[config.mk]
export PLATFORM = sky130hd
export DESIGN_NAME = tmds_aux_switch_select
export DESIGN_NICKNAME = d
export VERILOG_FILES = /design/src/rtl/tmds_aux_switch_select.v
export VERILOG_INCLUDE_DIRS = /design/src /design/src/rtl
export SDC_FILE = /design/constraint.sdc
export NUM_CORES = 1
export LEC_CHECK = 0
export BUFFER_PORTS_ARGS = -buffer_cell sky130_fd_sc_hd__buf_2
export CELL_PAD_IN_SITES_DETAIL_PLACEMENT = 1
export CELL_PAD_IN_SITES_GLOBAL_PLACEMENT = 1
export CORE_MARGIN = 8
export CORE_UTILIZATION = 40
export CTS_CLUSTER_SIZE = 16
export DETAILED_ROUTE_END_ITERATION = 16
export PLACE_DENSITY_LB_ADDON = 0.1
export SETUP_SLACK_MARGIN = 0.15
export SLEW_MARGIN = 20
export SYNTH_ARGS = -nofsm -noshare
export SYNTH_HDL_FRONTEND = slang
export SYNTH_SLANG_ARGS = --single-unit
[constraint.sdc]
create_clock -name i_mclk -period 6.3 [get_ports i_mclk]
set_clock_uncertainty 0.15 [all_clocks]
set_input_delay 0.945 -clock i_mclk [delete_from_list [all_inputs] [get_ports i_mclk]]
set_output_delay 0.945 -clock i_mclk [all_outputs]
set_load 0.01 [all_outputs]
[src/rtl/tmds_aux_switch_consts.vh]
`ifndef TMDS_AUX_SWITCH_CONSTS_VH
`define TMDS_AUX_SWITCH_CONSTS_VH

// ----------------------------------------
// register indices
// ----------------------------------------
`define ADDR_HS_MODES 8'h00
`define ADDR_AUX_MODES 8'h01
// fast reset word is a plain default: the fast path starts in standby
`define RST_HS_MODES 8'h00
// auxiliary switch leaves reset on, quad, source A
`define RST_AUX_MODES 8'h40

// ----------------------------------------
// field positions
// ----------------------------------------
`define EN_BIT 6
`define SM_HI 5
`define SM_LO 4
`define CH_HI 3
`define CH_LO 0

// ----------------------------------------
// bundling mode codes
// ----------------------------------------
`define MODE_QUAD 2'h0
`define MODE_DUAL 2'h1
`define MODE_SINGLE 2'h2
`define MODE_ILLEGAL 2'h3

// ----------------------------------------
// idle values
// ----------------------------------------
`define ROUTE_NONE 16'h0000
`define RD_UNMAPPED 8'h00

`endif

[src/rtl/tmds_aux_switch_select.v]
`timescale 1ns/1ps
`include "tmds_aux_switch_consts.vh"

// Function
// fast mode code 00 is quad, 01 dual and 10 single bundling.
// a write of code 11 to the fast mode field leaves the held mode unchanged.
// in quad mode the two low select bits route a whole source to all four outputs.
// in dual mode the three low select bits pick a pair, even to outputs 1:0, odd to 3:2.
// in single mode the four select bits pick one of sixteen channels A0..D3.
// auxiliary enable 0 disconnects every auxiliary input, 1 connects the selected path.
// auxiliary mode code 00 is quad, 01 dual and 10 single bundling.
// a write of code 11 to the auxiliary mode field is discarded, old mode kept.
// fast enable 0 turns all fast channels off into standby, 1 turns them on.
// in auxiliary quad mode the two low select bits route a whole source to all four auxiliary outputs.
// fast and auxiliary selections act independently and reach the outputs one cycle after the register write.
module tmds_aux_switch_select
(
    // clock and reset
    input wire i_mclk,
    input wire i_rst,
    // register write port
    input wire i_wr_en,
    input wire [7:0] i_wr_addr,
    input wire [7:0] i_wr_data,
    // register read port
    input wire [7:0] i_rd_addr,
    output reg [7:0] o_rd_data,
    // fast crossbar control: per output, one-hot over 16 input channels when on, all zero in standby
    output reg [15:0] o_fast_route_0,
    output reg [15:0] o_fast_route_1,
    output reg [15:0] o_fast_route_2,
    output reg [15:0] o_fast_route_3,
    output reg o_fast_channels_on,
    // auxiliary crossbar control
    output reg [15:0] o_side_route_0,
    output reg [15:0] o_side_route_1,
    output reg [15:0] o_side_route_2,
    output reg [15:0] o_side_route_3
);

// ----------------------------------------
// reset images
// ----------------------------------------
// fields are cut from the reset words so a new reset value needs one edit
localparam [7:0] RST_FAST = `RST_HS_MODES;
localparam [7:0] RST_SIDE = `RST_AUX_MODES;
localparam [0:0] RST_FAST_ON = RST_FAST[`EN_BIT];
localparam [1:0] RST_FAST_MODE = RST_FAST[`SM_HI:`SM_LO];
localparam [3:0] RST_FAST_SEL = RST_FAST[`CH_HI:`CH_LO];
localparam [0:0] RST_SIDE_ON = RST_SIDE[`EN_BIT];
localparam [1:0] RST_SIDE_MODE = RST_SIDE[`SM_HI:`SM_LO];
localparam [3:0] RST_SIDE_SEL = RST_SIDE[`CH_HI:`CH_LO];

// ----------------------------------------
// write decode
// ----------------------------------------
wire fast_wr;
wire side_wr;
wire wr_on;
wire [1:0] wr_mode;
wire [3:0] wr_sel;
wire wr_mode_legal;

// bit 7 of a write is not decoded at all
assign fast_wr = i_wr_en && (i_wr_addr == `ADDR_HS_MODES);
assign side_wr = i_wr_en && (i_wr_addr == `ADDR_AUX_MODES);
assign wr_on = i_wr_data[`EN_BIT];
assign wr_mode = i_wr_data[`SM_HI:`SM_LO];
assign wr_sel = i_wr_data[`CH_HI:`CH_LO];
// code 11 is refused for the mode field only, enable and select still land
assign wr_mode_legal = (wr_mode != `MODE_ILLEGAL);

// ----------------------------------------
// fast mode register
// ----------------------------------------
reg fast_channels_on;
reg [1:0] fast_bundling_mode;
reg [3:0] fast_source_select;

always @(posedge i_mclk or posedge i_rst)
begin
    if (i_rst)
    begin
        fast_channels_on <= RST_FAST_ON;
        fast_bundling_mode <= RST_FAST_MODE;
        fast_source_select <= RST_FAST_SEL;
    end
    else if (fast_wr)
    begin
        fast_channels_on <= wr_on;
        fast_source_select <= wr_sel;
        if (wr_mode_legal)
            fast_bundling_mode <= wr_mode;
    end
end

// ----------------------------------------
// auxiliary mode register
// ----------------------------------------
// own process, so a side write can never disturb the fast fields
reg side_on;
reg [1:0] side_bundling_mode;
reg [3:0] side_source_select;

always @(posedge i_mclk or posedge i_rst)
begin
    if (i_rst)
    begin
        side_on <= RST_SIDE_ON;
        side_bundling_mode <= RST_SIDE_MODE;
        side_source_select <= RST_SIDE_SEL;
    end
    else if (side_wr)
    begin
        side_on <= wr_on;
        side_source_select <= wr_sel;
        if (wr_mode_legal)
            side_bundling_mode <= wr_mode;
    end
end

// ----------------------------------------
// route decode
// ----------------------------------------
// input channel index = source*4 + lane, source A..D = 0..3
function [15:0] route;
    input [1:0] mode;
    input [3:0] sel;
    input integer out_lane;
    reg [3:0] idx;
    begin
        idx = 4'h0;
        case (mode)
            `MODE_QUAD: idx = {sel[1:0], out_lane[1:0]};
            `MODE_DUAL: idx = {sel[2:0], out_lane[1]};
            `MODE_SINGLE: idx = sel;
            default: idx = 4'h0;
        endcase
        route = 16'h0001 << idx;
    end
endfunction

// ----------------------------------------
// per-lane selects
// ----------------------------------------
// lanes packed 16 bits apart; a path that is off selects no input at all
wire [63:0] next_fast;
wire [63:0] next_side;

genvar lane;
generate
    for (lane = 0; lane < 4; lane = lane + 1)
    begin : g_lane
        // dual: lanes 0,1 carry the even channel, lanes 2,3 the odd one
        assign next_fast[lane * 16 +: 16] = fast_channels_on ?
            route(fast_bundling_mode, fast_source_select, lane) : `ROUTE_NONE;
        assign next_side[lane * 16 +: 16] = side_on ?
            route(side_bundling_mode, side_source_select, lane) : `ROUTE_NONE;
    end
endgenerate

// ----------------------------------------
// readback
// ----------------------------------------
wire [7:0] fast_word;
wire [7:0] side_word;
reg [7:0] next_rd_data;

// the unused top bit reads back as zero
assign fast_word = {1'b0, fast_channels_on, fast_bundling_mode, fast_source_select};
assign side_word = {1'b0, side_on, side_bundling_mode, side_source_select};

always @*
begin
    next_rd_data = `RD_UNMAPPED;
    case (i_rd_addr)
        `ADDR_HS_MODES: next_rd_data = fast_word;
        `ADDR_AUX_MODES: next_rd_data = side_word;
        default: next_rd_data = `RD_UNMAPPED;
    endcase
end

// ----------------------------------------
// registered outputs
// ----------------------------------------
// one cycle after the mode registers; costs a cycle, keeps every pin on a flop
always @(posedge i_mclk or posedge i_rst)
begin
    if (i_rst)
    begin
        o_fast_route_0 <= `ROUTE_NONE;
        o_fast_route_1 <= `ROUTE_NONE;
        o_fast_route_2 <= `ROUTE_NONE;
        o_fast_route_3 <= `ROUTE_NONE;
        o_fast_channels_on <= 1'b0;
    end
    else
    begin
        o_fast_route_0 <= next_fast[15:0];
        o_fast_route_1 <= next_fast[31:16];
        o_fast_route_2 <= next_fast[47:32];
        o_fast_route_3 <= next_fast[63:48];
        o_fast_channels_on <= fast_channels_on;
    end
end

// auxiliary outputs and readback, in a process of their own
always @(posedge i_mclk or posedge i_rst)
begin
    if (i_rst)
    begin
        o_side_route_0 <= `ROUTE_NONE;
        o_side_route_1 <= `ROUTE_NONE;
        o_side_route_2 <= `ROUTE_NONE;
        o_side_route_3 <= `ROUTE_NONE;
        o_rd_data <= `RD_UNMAPPED;
    end
    else
    begin
        o_side_route_0 <= next_side[15:0];
        o_side_route_1 <= next_side[31:16];
        o_side_route_2 <= next_side[47:32];
        o_side_route_3 <= next_side[63:48];
        o_rd_data <= next_rd_data;
    end
end

endmodule

==> metrics.yaml, run 1 <==
outcome:
  status: "finished clean"
layout:
  areaGrowthSynthToFinish_pct: 26.81
  final_cell_mix: "buf_2 (161), dfrtp_1 (149), nor4_1 (67), nor3_1 (65), clkbuf_16 (17)"
  nets: 594
  layout-drive-gt1-share: 0.3690
  finish.utilization: 0.5212
  final_common_cell: "buf_2"
  instances_no_fill: 756
  antenna_cells: 0
  nFillCells: 1426
synthesis:
  synth.top_cell.area_share: 0.6824
  synth_cells: 427
  synth_nets: 454
  synth_seq_cells: 150
  ys_types: 43
  avgSynthCellArea_um2: 12.80
  ys_warn_count: 0
  yosysTopAreaCell: "dfrtp_1"
  ys_top_cells_by_area: "dfrtp_1 (68%), nor4_1 (7.7%), nor3_1 (6.0%)"
  synthFlopType: "dfrtp_1"
  synth_edf_count: 0
  seq_area_frac_synth: 0.6872
  netlist_area_um2: 5464
  async_flop_share: 1.000
timing:
  worst_slew_pin_slew_ns: 1.035
  grt_setup_unrepaired: "no"
  maxSlewViolCount: 0
  hold_violations: 0
  max_slew_margin: 0.2953
  max_freq_ghz: 0.3988
  holdWs_ns: 0.3932
  finalSetupTns_ns: 0
  period_minus_slack_ns: 2.508
  timing.final.crit_share: 0.3981
  finalSetupViolCount: 0
  fin_ws_ns: 3.792
placement:
  dp_slack_ns: 3.652
  hpwlAfterDp_um: 10010
  post-place-cells: 724
  port_buffers: 161
  gp_congestion: 0.7035
grt:
  grt_max_degree: 94
  gr-total-overflow: 0
  grt_pass1_vias: 4403
  grt_pass1_wl_um: 24880
  antenna_found_initial: 0
  grt.total_usage: 0.1773
clocking:
  cts_resized: 0
  tritoncts: "yes"
  clockBufferDepth: 2
  cts_buffers: 17
  cts_htree_levels: 4
  post_cts_buffers: 0
  root_buffer: "clkbuf_16"
  clkLatencyLatePin_ns: 0.41
  cts_hold_buf: 0
  clkTransAtPathRegs_ns: 0.06
  cts.sinks: 150
drt:
  viasPerCell: 5.220
  drc: 0
  firstDrtPassIters: 4
  dr.first_iter.drc_count: 246
  routed_wirelength_um: 15170
  wl_per_cell_um: 20.07
  antenna_left: 0
  num_vias: 3946
pwr:
  power_switching_share: 0.2304
  combPwrFrac: 0.054
  seqPwrFrac: 0.485
  leakage_nw: 3.552
  switching_power_mw: 0.4681
  vdd_drop_max_mv: 0.1522
  p_clk_frac: 0.460
  p_int_mw: 1.563
  p_per_area_nw_per_um2: 293.2
die:
  die_w_um: 132.9
  rows: 42
  die_area_um2: 17660
  start_util: 0.4110
  die_y_um: 132.9
  io_pins: 164
  core_um2: 13300
hold_path:
  min_path_type: "flip-flop to flip-flop"
setup_path:
  cp-start-kind: "flip-flop"
  crit_type: "flip-flop to flip-flop"
  end_kind: "flip-flop"
  worstPathRequired_ns: 6.45
  cp_max_fo: 32
  worstPathArrival_ns: 2.66
flow_run:
  cap_violations: 0
==> flip-flops by register name, summed over array words and instances, names as in the netlist, 4 cells and up <==
name and count:
fast_source_select 4, o_fast_route_0 16, o_fast_route_1 16, o_fast_route_2 16
o_fast_route_3 16, o_rd_data 7, o_side_route_0 16, o_side_route_1 16
o_side_route_2 16, o_side_route_3 16, side_source_select 4
==> area by class of cell <==
class                           count  area [um^2]  area share
Tap cell                          176        220.2     0.03178
Clock buffer                       24        471.7     0.06808
Inverter                            6        27.53    0.003973
Clock inverter                      8        73.82     0.01065
Multi-Input combinational cell    229         1560      0.2252
Sequential cell                   150         3755      0.5419
Timing Repair Buffer              163        820.8      0.1185
==> cell usage after synthesis, types with 2 or more instances <==
cell         n
nand4_1      2
a21boi_1     2
a21oi_1      3
mux2i_1     11
inv_1        3
nand4bb_1    4
a21o_1       2
nor3_1      65
o21a_1       2
mux2_2       8
inv_2        3
nand2_1      2
a22oi_1      2
nor2_1       9
mux2_1       6
and3b_1      3
nor4_1      67
dfrtp_1    149
nor2b_1      7
nand2b_1     7
o21ai_1      2
buf_2       10
a21bo_2      2
buf_1        2
clkbuf_1    29
o31a_1       2
o21ai_0      4
nor4b_1      2
o22ai_1      3
==> worst max-delay path, stage by stage (launching register included) <==
cell and delay [ns]:
dfrtp_1 0.74, mux2_2 0.44, a211o_1 0.69, nor3_1 0.36
==> metal layers <==
metal,GRT usage,part of all wire
met1,0.2114,0.42
met2,0.2936,0.51
met4,0.06435,0.013
met3,0.05753,0.059
met5,0,0
==> worst paths after layout <==
kind | startpoint | endpoint | slack, ns | cells past startpoint
min reg2reg | side_source_select[3] | side_source_select[3] | 0.39 | 1
max | fast_bundling_mode[1] | o_fast_route_3[5] | 3.79 | 3
max reg2reg | fast_bundling_mode[1] | o_fast_route_3[5] | 3.79 | 3
max in group asynchronous | i_rst | side_source_select[3] | 4.18 | 3
min in group asynchronous | i_rst | o_side_route_3[8] | 0.52 | 2
min | side_source_select[3] | side_source_select[3] | 0.39 | 1
==> power groups by stage <==
stage	Sequential, mW	Clock (mW)	Combinational, mW
2_1_floorplan	0.995	0	0.0798
4_1_cts	0.986	0.952	0.113
6_report	0.986	0.935	0.110
3_5_place_dp	1.00	0	0.112
5_1_grt	0.987	0.993	0.123
3_3_place_gp	1.00	0	0.109
==> metrics by stage <==
| step | instance area (um^2) | power, mW |
|---|---|---|
| after floorplan | 5464 | 1.075 |
| after global placement | 6382 | 1.111 |
| after detailed placement | 6382 | 1.115 |
| after CTS | 6928 | 2.050 |
| after global routing | 6929 | 2.103 |
| final | 6929 | 2.031 |
==> cells by family after synthesis <==
logic type / count (synthesis) / share of synthesized area
other cells: 1 / 0.0006863
mux: 25 / 0.04900
buf+inv: 48 / 0.03595
simple gates: 175 / 0.1917
compound gates: 28 / 0.03549
flops: 150 / 0.6872
No activity file was read; power rests on OpenSTA's default activity.
==> inputs of run 2 (changes only) <==
- ABC_AREA: not set -> 1
- CORE_UTILIZATION: 40 -> 35
- clock period: 6.3 -> 2.1 ns (I/O delays scaled with it)
==> metrics.yaml, run 2 <==
clocking:
  clkTransAtPathRegs_ns: 0.06
  clockBufferDepth: 2
  cts_htree_levels: 4
  clkLatencyLatePin_ns: 0.42
  cts.sinks: 150
  cts_hold_buf: 5
  cts_resized: 0
  cts_buffers: 17
  post_cts_buffers: 0
  tritoncts: "yes"
  root_buffer: "clkbuf_16"
die:
  core_um2: 15090
  rows: 45
  die_y_um: 139.8
  start_util: 0.3556
  die_w_um: 139.8
  io_pins: 164
  die_area_um2: 19550
synthesis:
  yosysMostFrequentCell: "nor2_1"
  synth_seq_cells: 150
  synth_nets: 544
  synth_cells: 517
  seq_area_frac_synth: 0.6997
  yosys-top-cells-count: "nor2_1 (150), dfrtp_1 (149), nand2_1 (90), nand3_1 (50), inv_1 (18)"
  synth-compound-area-share: 0.006528
  avgSynthCellArea_um2: 10.38
  async_flop_share: 1.000
  synthMuxAreaShare: 0
  synth.top_cell.area_share: 0.6948
  ys_warn_count: 0
  ys_top_cells_by_area: "dfrtp_1 (69%), nor2_1 (10%), nand2_1 (6.3%)"
  yosysTopAreaCell: "dfrtp_1"
  synthFlopType: "dfrtp_1"
  synth_xor_area_frac: 0
  netlist_area_um2: 5366
  synth-adder-area-share: 0
  ys_types: 21
  synth_simple_gate_area_frac: 0.2429
  synth_top_family_by_area: "simple AND/OR/NAND/NOR gates"
  synth_edf_count: 0
drt:
  wl_per_cell_um: 16.66
  num_vias: 4101
  dr.first_iter.drc_count: 222
  antenna_left: 0
  viasPerCell: 4.623
  drc: 0
  routed_wirelength_um: 14770
  firstDrtPassIters: 4
setup_path:
  worstPathRequired_ns: 2.24
  cp_max_fo: 32
  crit_type: "flip-flop to flip-flop"
  worstPathArrival_ns: 1.84
  crit_buf_inv: 2
  r2r.worst_path.cells: 6
  max_stage_delay_ns: 0.59
  worstReg2RegEnd: "o_fast_route_3[10]"
  reg2reg_slack_ns: 0.40
  cpLargestDelayFamily: "flip-flops"
  cp-start-kind: "flip-flop"
  end_kind: "flip-flop"
  crit_slowest_cell: "dfrtp_1"
  crit_chain: "inv_2, nand3_1, nand3_1, nand2_1, buf_4, nor2_1"
  cp_common_cell: "nand3_1"
  reg2reg_from: "fast_bundling_mode[1]"
timing:
  finalSetupTns_ns: 0
  hold_violations: 0
  timing.final.crit_share: 0.8117
  max_freq_ghz: 0.5867
  grt_setup_unrepaired: "no"
  max_slew_margin: 0.5864
  finalSetupViolCount: 0
  maxSlewViolCount: 0
  period_minus_slack_ns: 1.705
  worst_slew_pin_slew_ns: 0.6181
layout:
  antenna_cells: 0
  nFillCells: 1750
  layout-drive-gt1-share: 0.3133
  nets: 715
  final_common_cell: "buf_2"
  multiInputGateArea_um2: 1343
  regArea_um2: 3755
  areaGrowthSynthToFinish_pct: 29.98
  final_cell_mix: "buf_2 (161), nor2_1 (150), dfrtp_1 (149), nand2_1 (90), nand3_1 (50)"
flow_run:
  cap_violations: 0
pwr:
  power.total_mw: 6.257
  vdd_drop_max_mv: 0.5640
  leakage_nw: 3.883
  p_per_area_nw_per_um2: 897.0
placement:
  port_buffers: 161
  hpwlAfterDp_um: 10540
  gp_congestion: 0.7741
grt:
  grt_max_degree: 62
  grt.total_usage: 0.1584
  grt_pass1_vias: 4554
  antenna_found_initial: 0
  gr-total-overflow: 0
  grt_pass1_wl_um: 24400
hold_path:
  min_delay_path_depth: 3
  min_path_type: "primary input to flip-flop"
  hold_start: "i_wr_data[1]"
  hold_end: "side_source_select[1]"
outcome:
  status: "finished clean"
[run 2: cell types whose count changed in the layout (fill, tap and decap cells not counted), moves of 5 or more]
cell / previous run / this run
inv_1: 2 / 17
nor3_1: 65 / 2
mux2_2: 8 / 0
nand2_1: 2 / 90
nor2b_1: 7 / 0
mux2_1: 6 / 0
buf_4: 2 / 9
nand2b_1: 7 / 0
dlygate4sd3_1: 0 / 5
nor4_1: 67 / 0
mux2i_1: 9 / 0
nor2_1: 9 / 150
nand3_2: 0 / 6
nand3_1: 1 / 50
[run 2: worst min-delay path, stage by stage]
cell,delay (ns)
buf_2,0.10
nand3_1,0.08
nand2_1,0.06
[run 2: how the worst max path moves through the flow]
stage / slack (ns) / depth (start not counted) / from / to
finish: 0.40 / 6 / fast_bundling_mode[1] / o_fast_route_3[10]
global route: 0.29 / 6 / fast_bundling_mode[1] / o_fast_route_3[10]
CTS: 0.40 / 6 / fast_bundling_mode[1] / o_fast_route_3[12]
detailed placement: 0.42 / 6 / fast_bundling_mode[1] / o_fast_route_2[13]
global placement: 0.47 / 6 / fast_bundling_mode[1] / o_fast_route_0[8]
floorplan: -0.25 / 1 / i_rst / fast_bundling_mode[0]
[run 2: layout make-up]
class                           instances  share of cell area
Tap cell                              188             0.03372
Clock buffer                           21             0.06744
Timing Repair Buffer                  176              0.1352
Sequential cell                       150              0.5383
Multi-Input combinational cell        318              0.1925
Inverter                               25             0.01471
Clock inverter                          9             0.01812
[run 2: kinds of logic after synthesis]
kind of cell	after synthesis
other	1
DFF	150
buffers and inverters	49
AOI/OAI and AO/OA	7
and+or+nand+nor	310
[run 2: stage by stage]
step | utilization | hold slack, ns | setup WS, ns | cell area (um^2) | instances
after floorplan | - | 0.2636 | -0.2532 | 5370 | 517
after global placement | 0.4194 | 0.3015 | 0.4716 | 6329 | 852
after detailed placement | 0.4194 | 0.3034 | 0.4183 | 6329 | 852
after CTS | 0.4623 | 0.01366 | 0.4031 | 6975 | 887
after global routing | 0.4623 | 0.03047 | 0.2916 | 6975 | 887
final | 0.4623 | 0.03008 | 0.3954 | 6975 | 887
[run 2: report_power, final]
part | internal [mW] | switching, mW | total (mW)
combinational | 0.0725 | 0.181 | 0.253
clock | 1.94 | 1.12 | 3.06
sequential | 2.91 | 0.0255 | 2.94
total | 4.93 | 1.33 | 6.26
[run 2: routing by layer]
layer  global-route usage  wire length (um)  vias up
li1                     -                 -     1948
met1               0.2024              6837     2029
met2               0.2402              6802      110
met3              0.05643               942       14
met4              0.06343               191        0
met5                    0                 0        -
==> inputs of run 3 (changes only) <==
- ABC_AREA: 1 -> 0
- CORE_UTILIZATION: 35 -> 40
- clock period: 2.1 -> 1.6 ns (I/O delays scaled with it)
==> metrics.yaml, run 3 (same netlist as run 1, synthesis figures left out) <==
pwr:
  vdd_drop_max_mv: 0.7168
  power.total_mw: 9.337
  p_per_area_nw_per_um2: 944.8
  leakage_nw: 4.771
die:
  start_util: 0.4110
  rows: 42
  die_y_um: 132.9
  core_um2: 13300
  io_pins: 164
  die_area_um2: 17660
  die_w_um: 132.9
drt:
  viasPerCell: 6.129
  antenna_left: 0
  wl_per_cell_um: 33.01
  dr.first_iter.drc_count: 455
  drc: 0
  routed_wirelength_um: 28230
  num_vias: 5240
  firstDrtPassIters: 5
grt:
  gr-total-overflow: 0
  grt_pass1_wl_um: 32050
  grt_max_degree: 65
  grt.total_usage: 0.2384
  grt_pass1_vias: 5171
  antenna_found_initial: 0
placement:
  gp_congestion: 0.7551
  hpwlAfterDp_um: 11170
  port_buffers: 161
timing:
  finalSetupViolCount: 128
  max_slew_margin: 0.5417
  maxSlewViolCount: 0
  period_minus_slack_ns: 1.987
  worst_slew_pin_slew_ns: 0.6875
  hold_violations: 0
  max_freq_ghz: 0.5033
  finalSetupTns_ns: -27.42
  fin_ws_ns: -0.3870
  timing.final.crit_share: 1.242
  grt_setup_unrepaired: "yes"
layout:
  final_cell_mix: "buf_2 (161), dfrtp_1 (148), nor4_4 (44), buf_4 (43), nor3_2 (33)"
  multiInputGateArea_um2: 3137
  final_common_cell: "buf_2"
  regArea_um2: 3756
  areaGrowthSynthToFinish_pct: 80.88
  antenna_cells: 0
  nets: 693
  nFillCells: 1152
  layout-drive-gt1-share: 0.6775
clocking:
  tritoncts: "yes"
  cts_htree_levels: 4
  clkTransAtPathRegs_ns: 0.07
  clockBufferDepth: 2
  cts.sinks: 150
  clkLatencyLatePin_ns: 0.44
  cts_buffers: 17
  root_buffer: "clkbuf_16"
setup_path:
  worstPathRequired_ns: 1.76
  cp_max_fo: 11
  cp-start-kind: "flip-flop"
  crit_type: "flip-flop to flip-flop"
  end_kind: "flip-flop"
  worstPathArrival_ns: 2.15
flow_run:
  cap_violations: 0
hold_path:
  min_path_type: "primary input to flip-flop"
outcome:
  status: "finished, violations left"
  violations: "negative setup slack"
run 3: layout make-up:
type,instances,area share
Clock buffer,22,0.04899
Tap cell,176,0.02228
Multi-Input combinational cell,233,0.3174
Clock inverter,10,0.01203
Timing Repair Buffer,258,0.2164
Inverter,6,0.002912
Sequential cell,150,0.3800
run 3: final timing paths:
path / startpoint / end / slack, ns / cells past startpoint
worst min register to register: side_on / o_rd_data[6] / 0.48 / 2
worst min-delay path: i_wr_addr[0] / fast_bundling_mode[0] / 0.06 / 3
worst max-delay path: side_source_select[1] / o_side_route_0[10] / -0.39 / 5
max in group asynchronous: i_rst / o_side_route_1[9] / 0.46 / 4
worst max register to register: side_source_select[1] / o_side_route_0[10] / -0.39 / 5
min in group asynchronous: i_rst / o_side_route_3[10] / 0.20 / 3
run 3: timing repair:
item | CTS | global route
gates cloned | 10 | 10
pin swaps | 23 | 47
endpoints found under the hold margin | 161 | 0
gates resized for setup | 91 | 111
hold buffers | 8 | 0
endpoints found under the setup margin | 128 | 130
setup buffers | 8 | 11
run 3: metal layers:
metal	GRT usage	wire length [um]	vias to the layer above
li1	-	-	2080
met1	0.2918	11150	2774
met2	0.3960	14130	310
met3	0.06207	1859	76
met4	0.08896	1087	0
met5	0	0	-
run 3: worst max-delay path: stages, from the launching register on:
cell       delay (ns)
dfrtp_1          0.43
buf_4            0.26
mux2i_4          0.13
o22a_4           0.31
clkbuf_16        0.21
nor4_2           0.37
run 3: power by group:
group          total (mW)  internal, mW  switching (mW)  leakage (nW)
clock                4.25          2.47            1.78         0.289
combinational        1.23         0.451           0.781          2.40
sequential           3.85          3.82          0.0290          2.08
total                9.34          6.75            2.59          4.77
run 3: stage by stage:
stage	instance area, um^2	instances	util	worst slack, ns	hold slack (ns)
after floorplan	6112	427	-	-0.6782	0.2381
after global placement	7310	776	0.5498	-0.2606	0.07489
after detailed placement	7310	776	0.5498	-0.3377	0.07556
after CTS	8791	834	0.6612	-0.1243	0.03479
after global routing	9883	855	0.7434	-0.4326	0.06259
final	9883	855	0.7434	-0.3870	0.06001
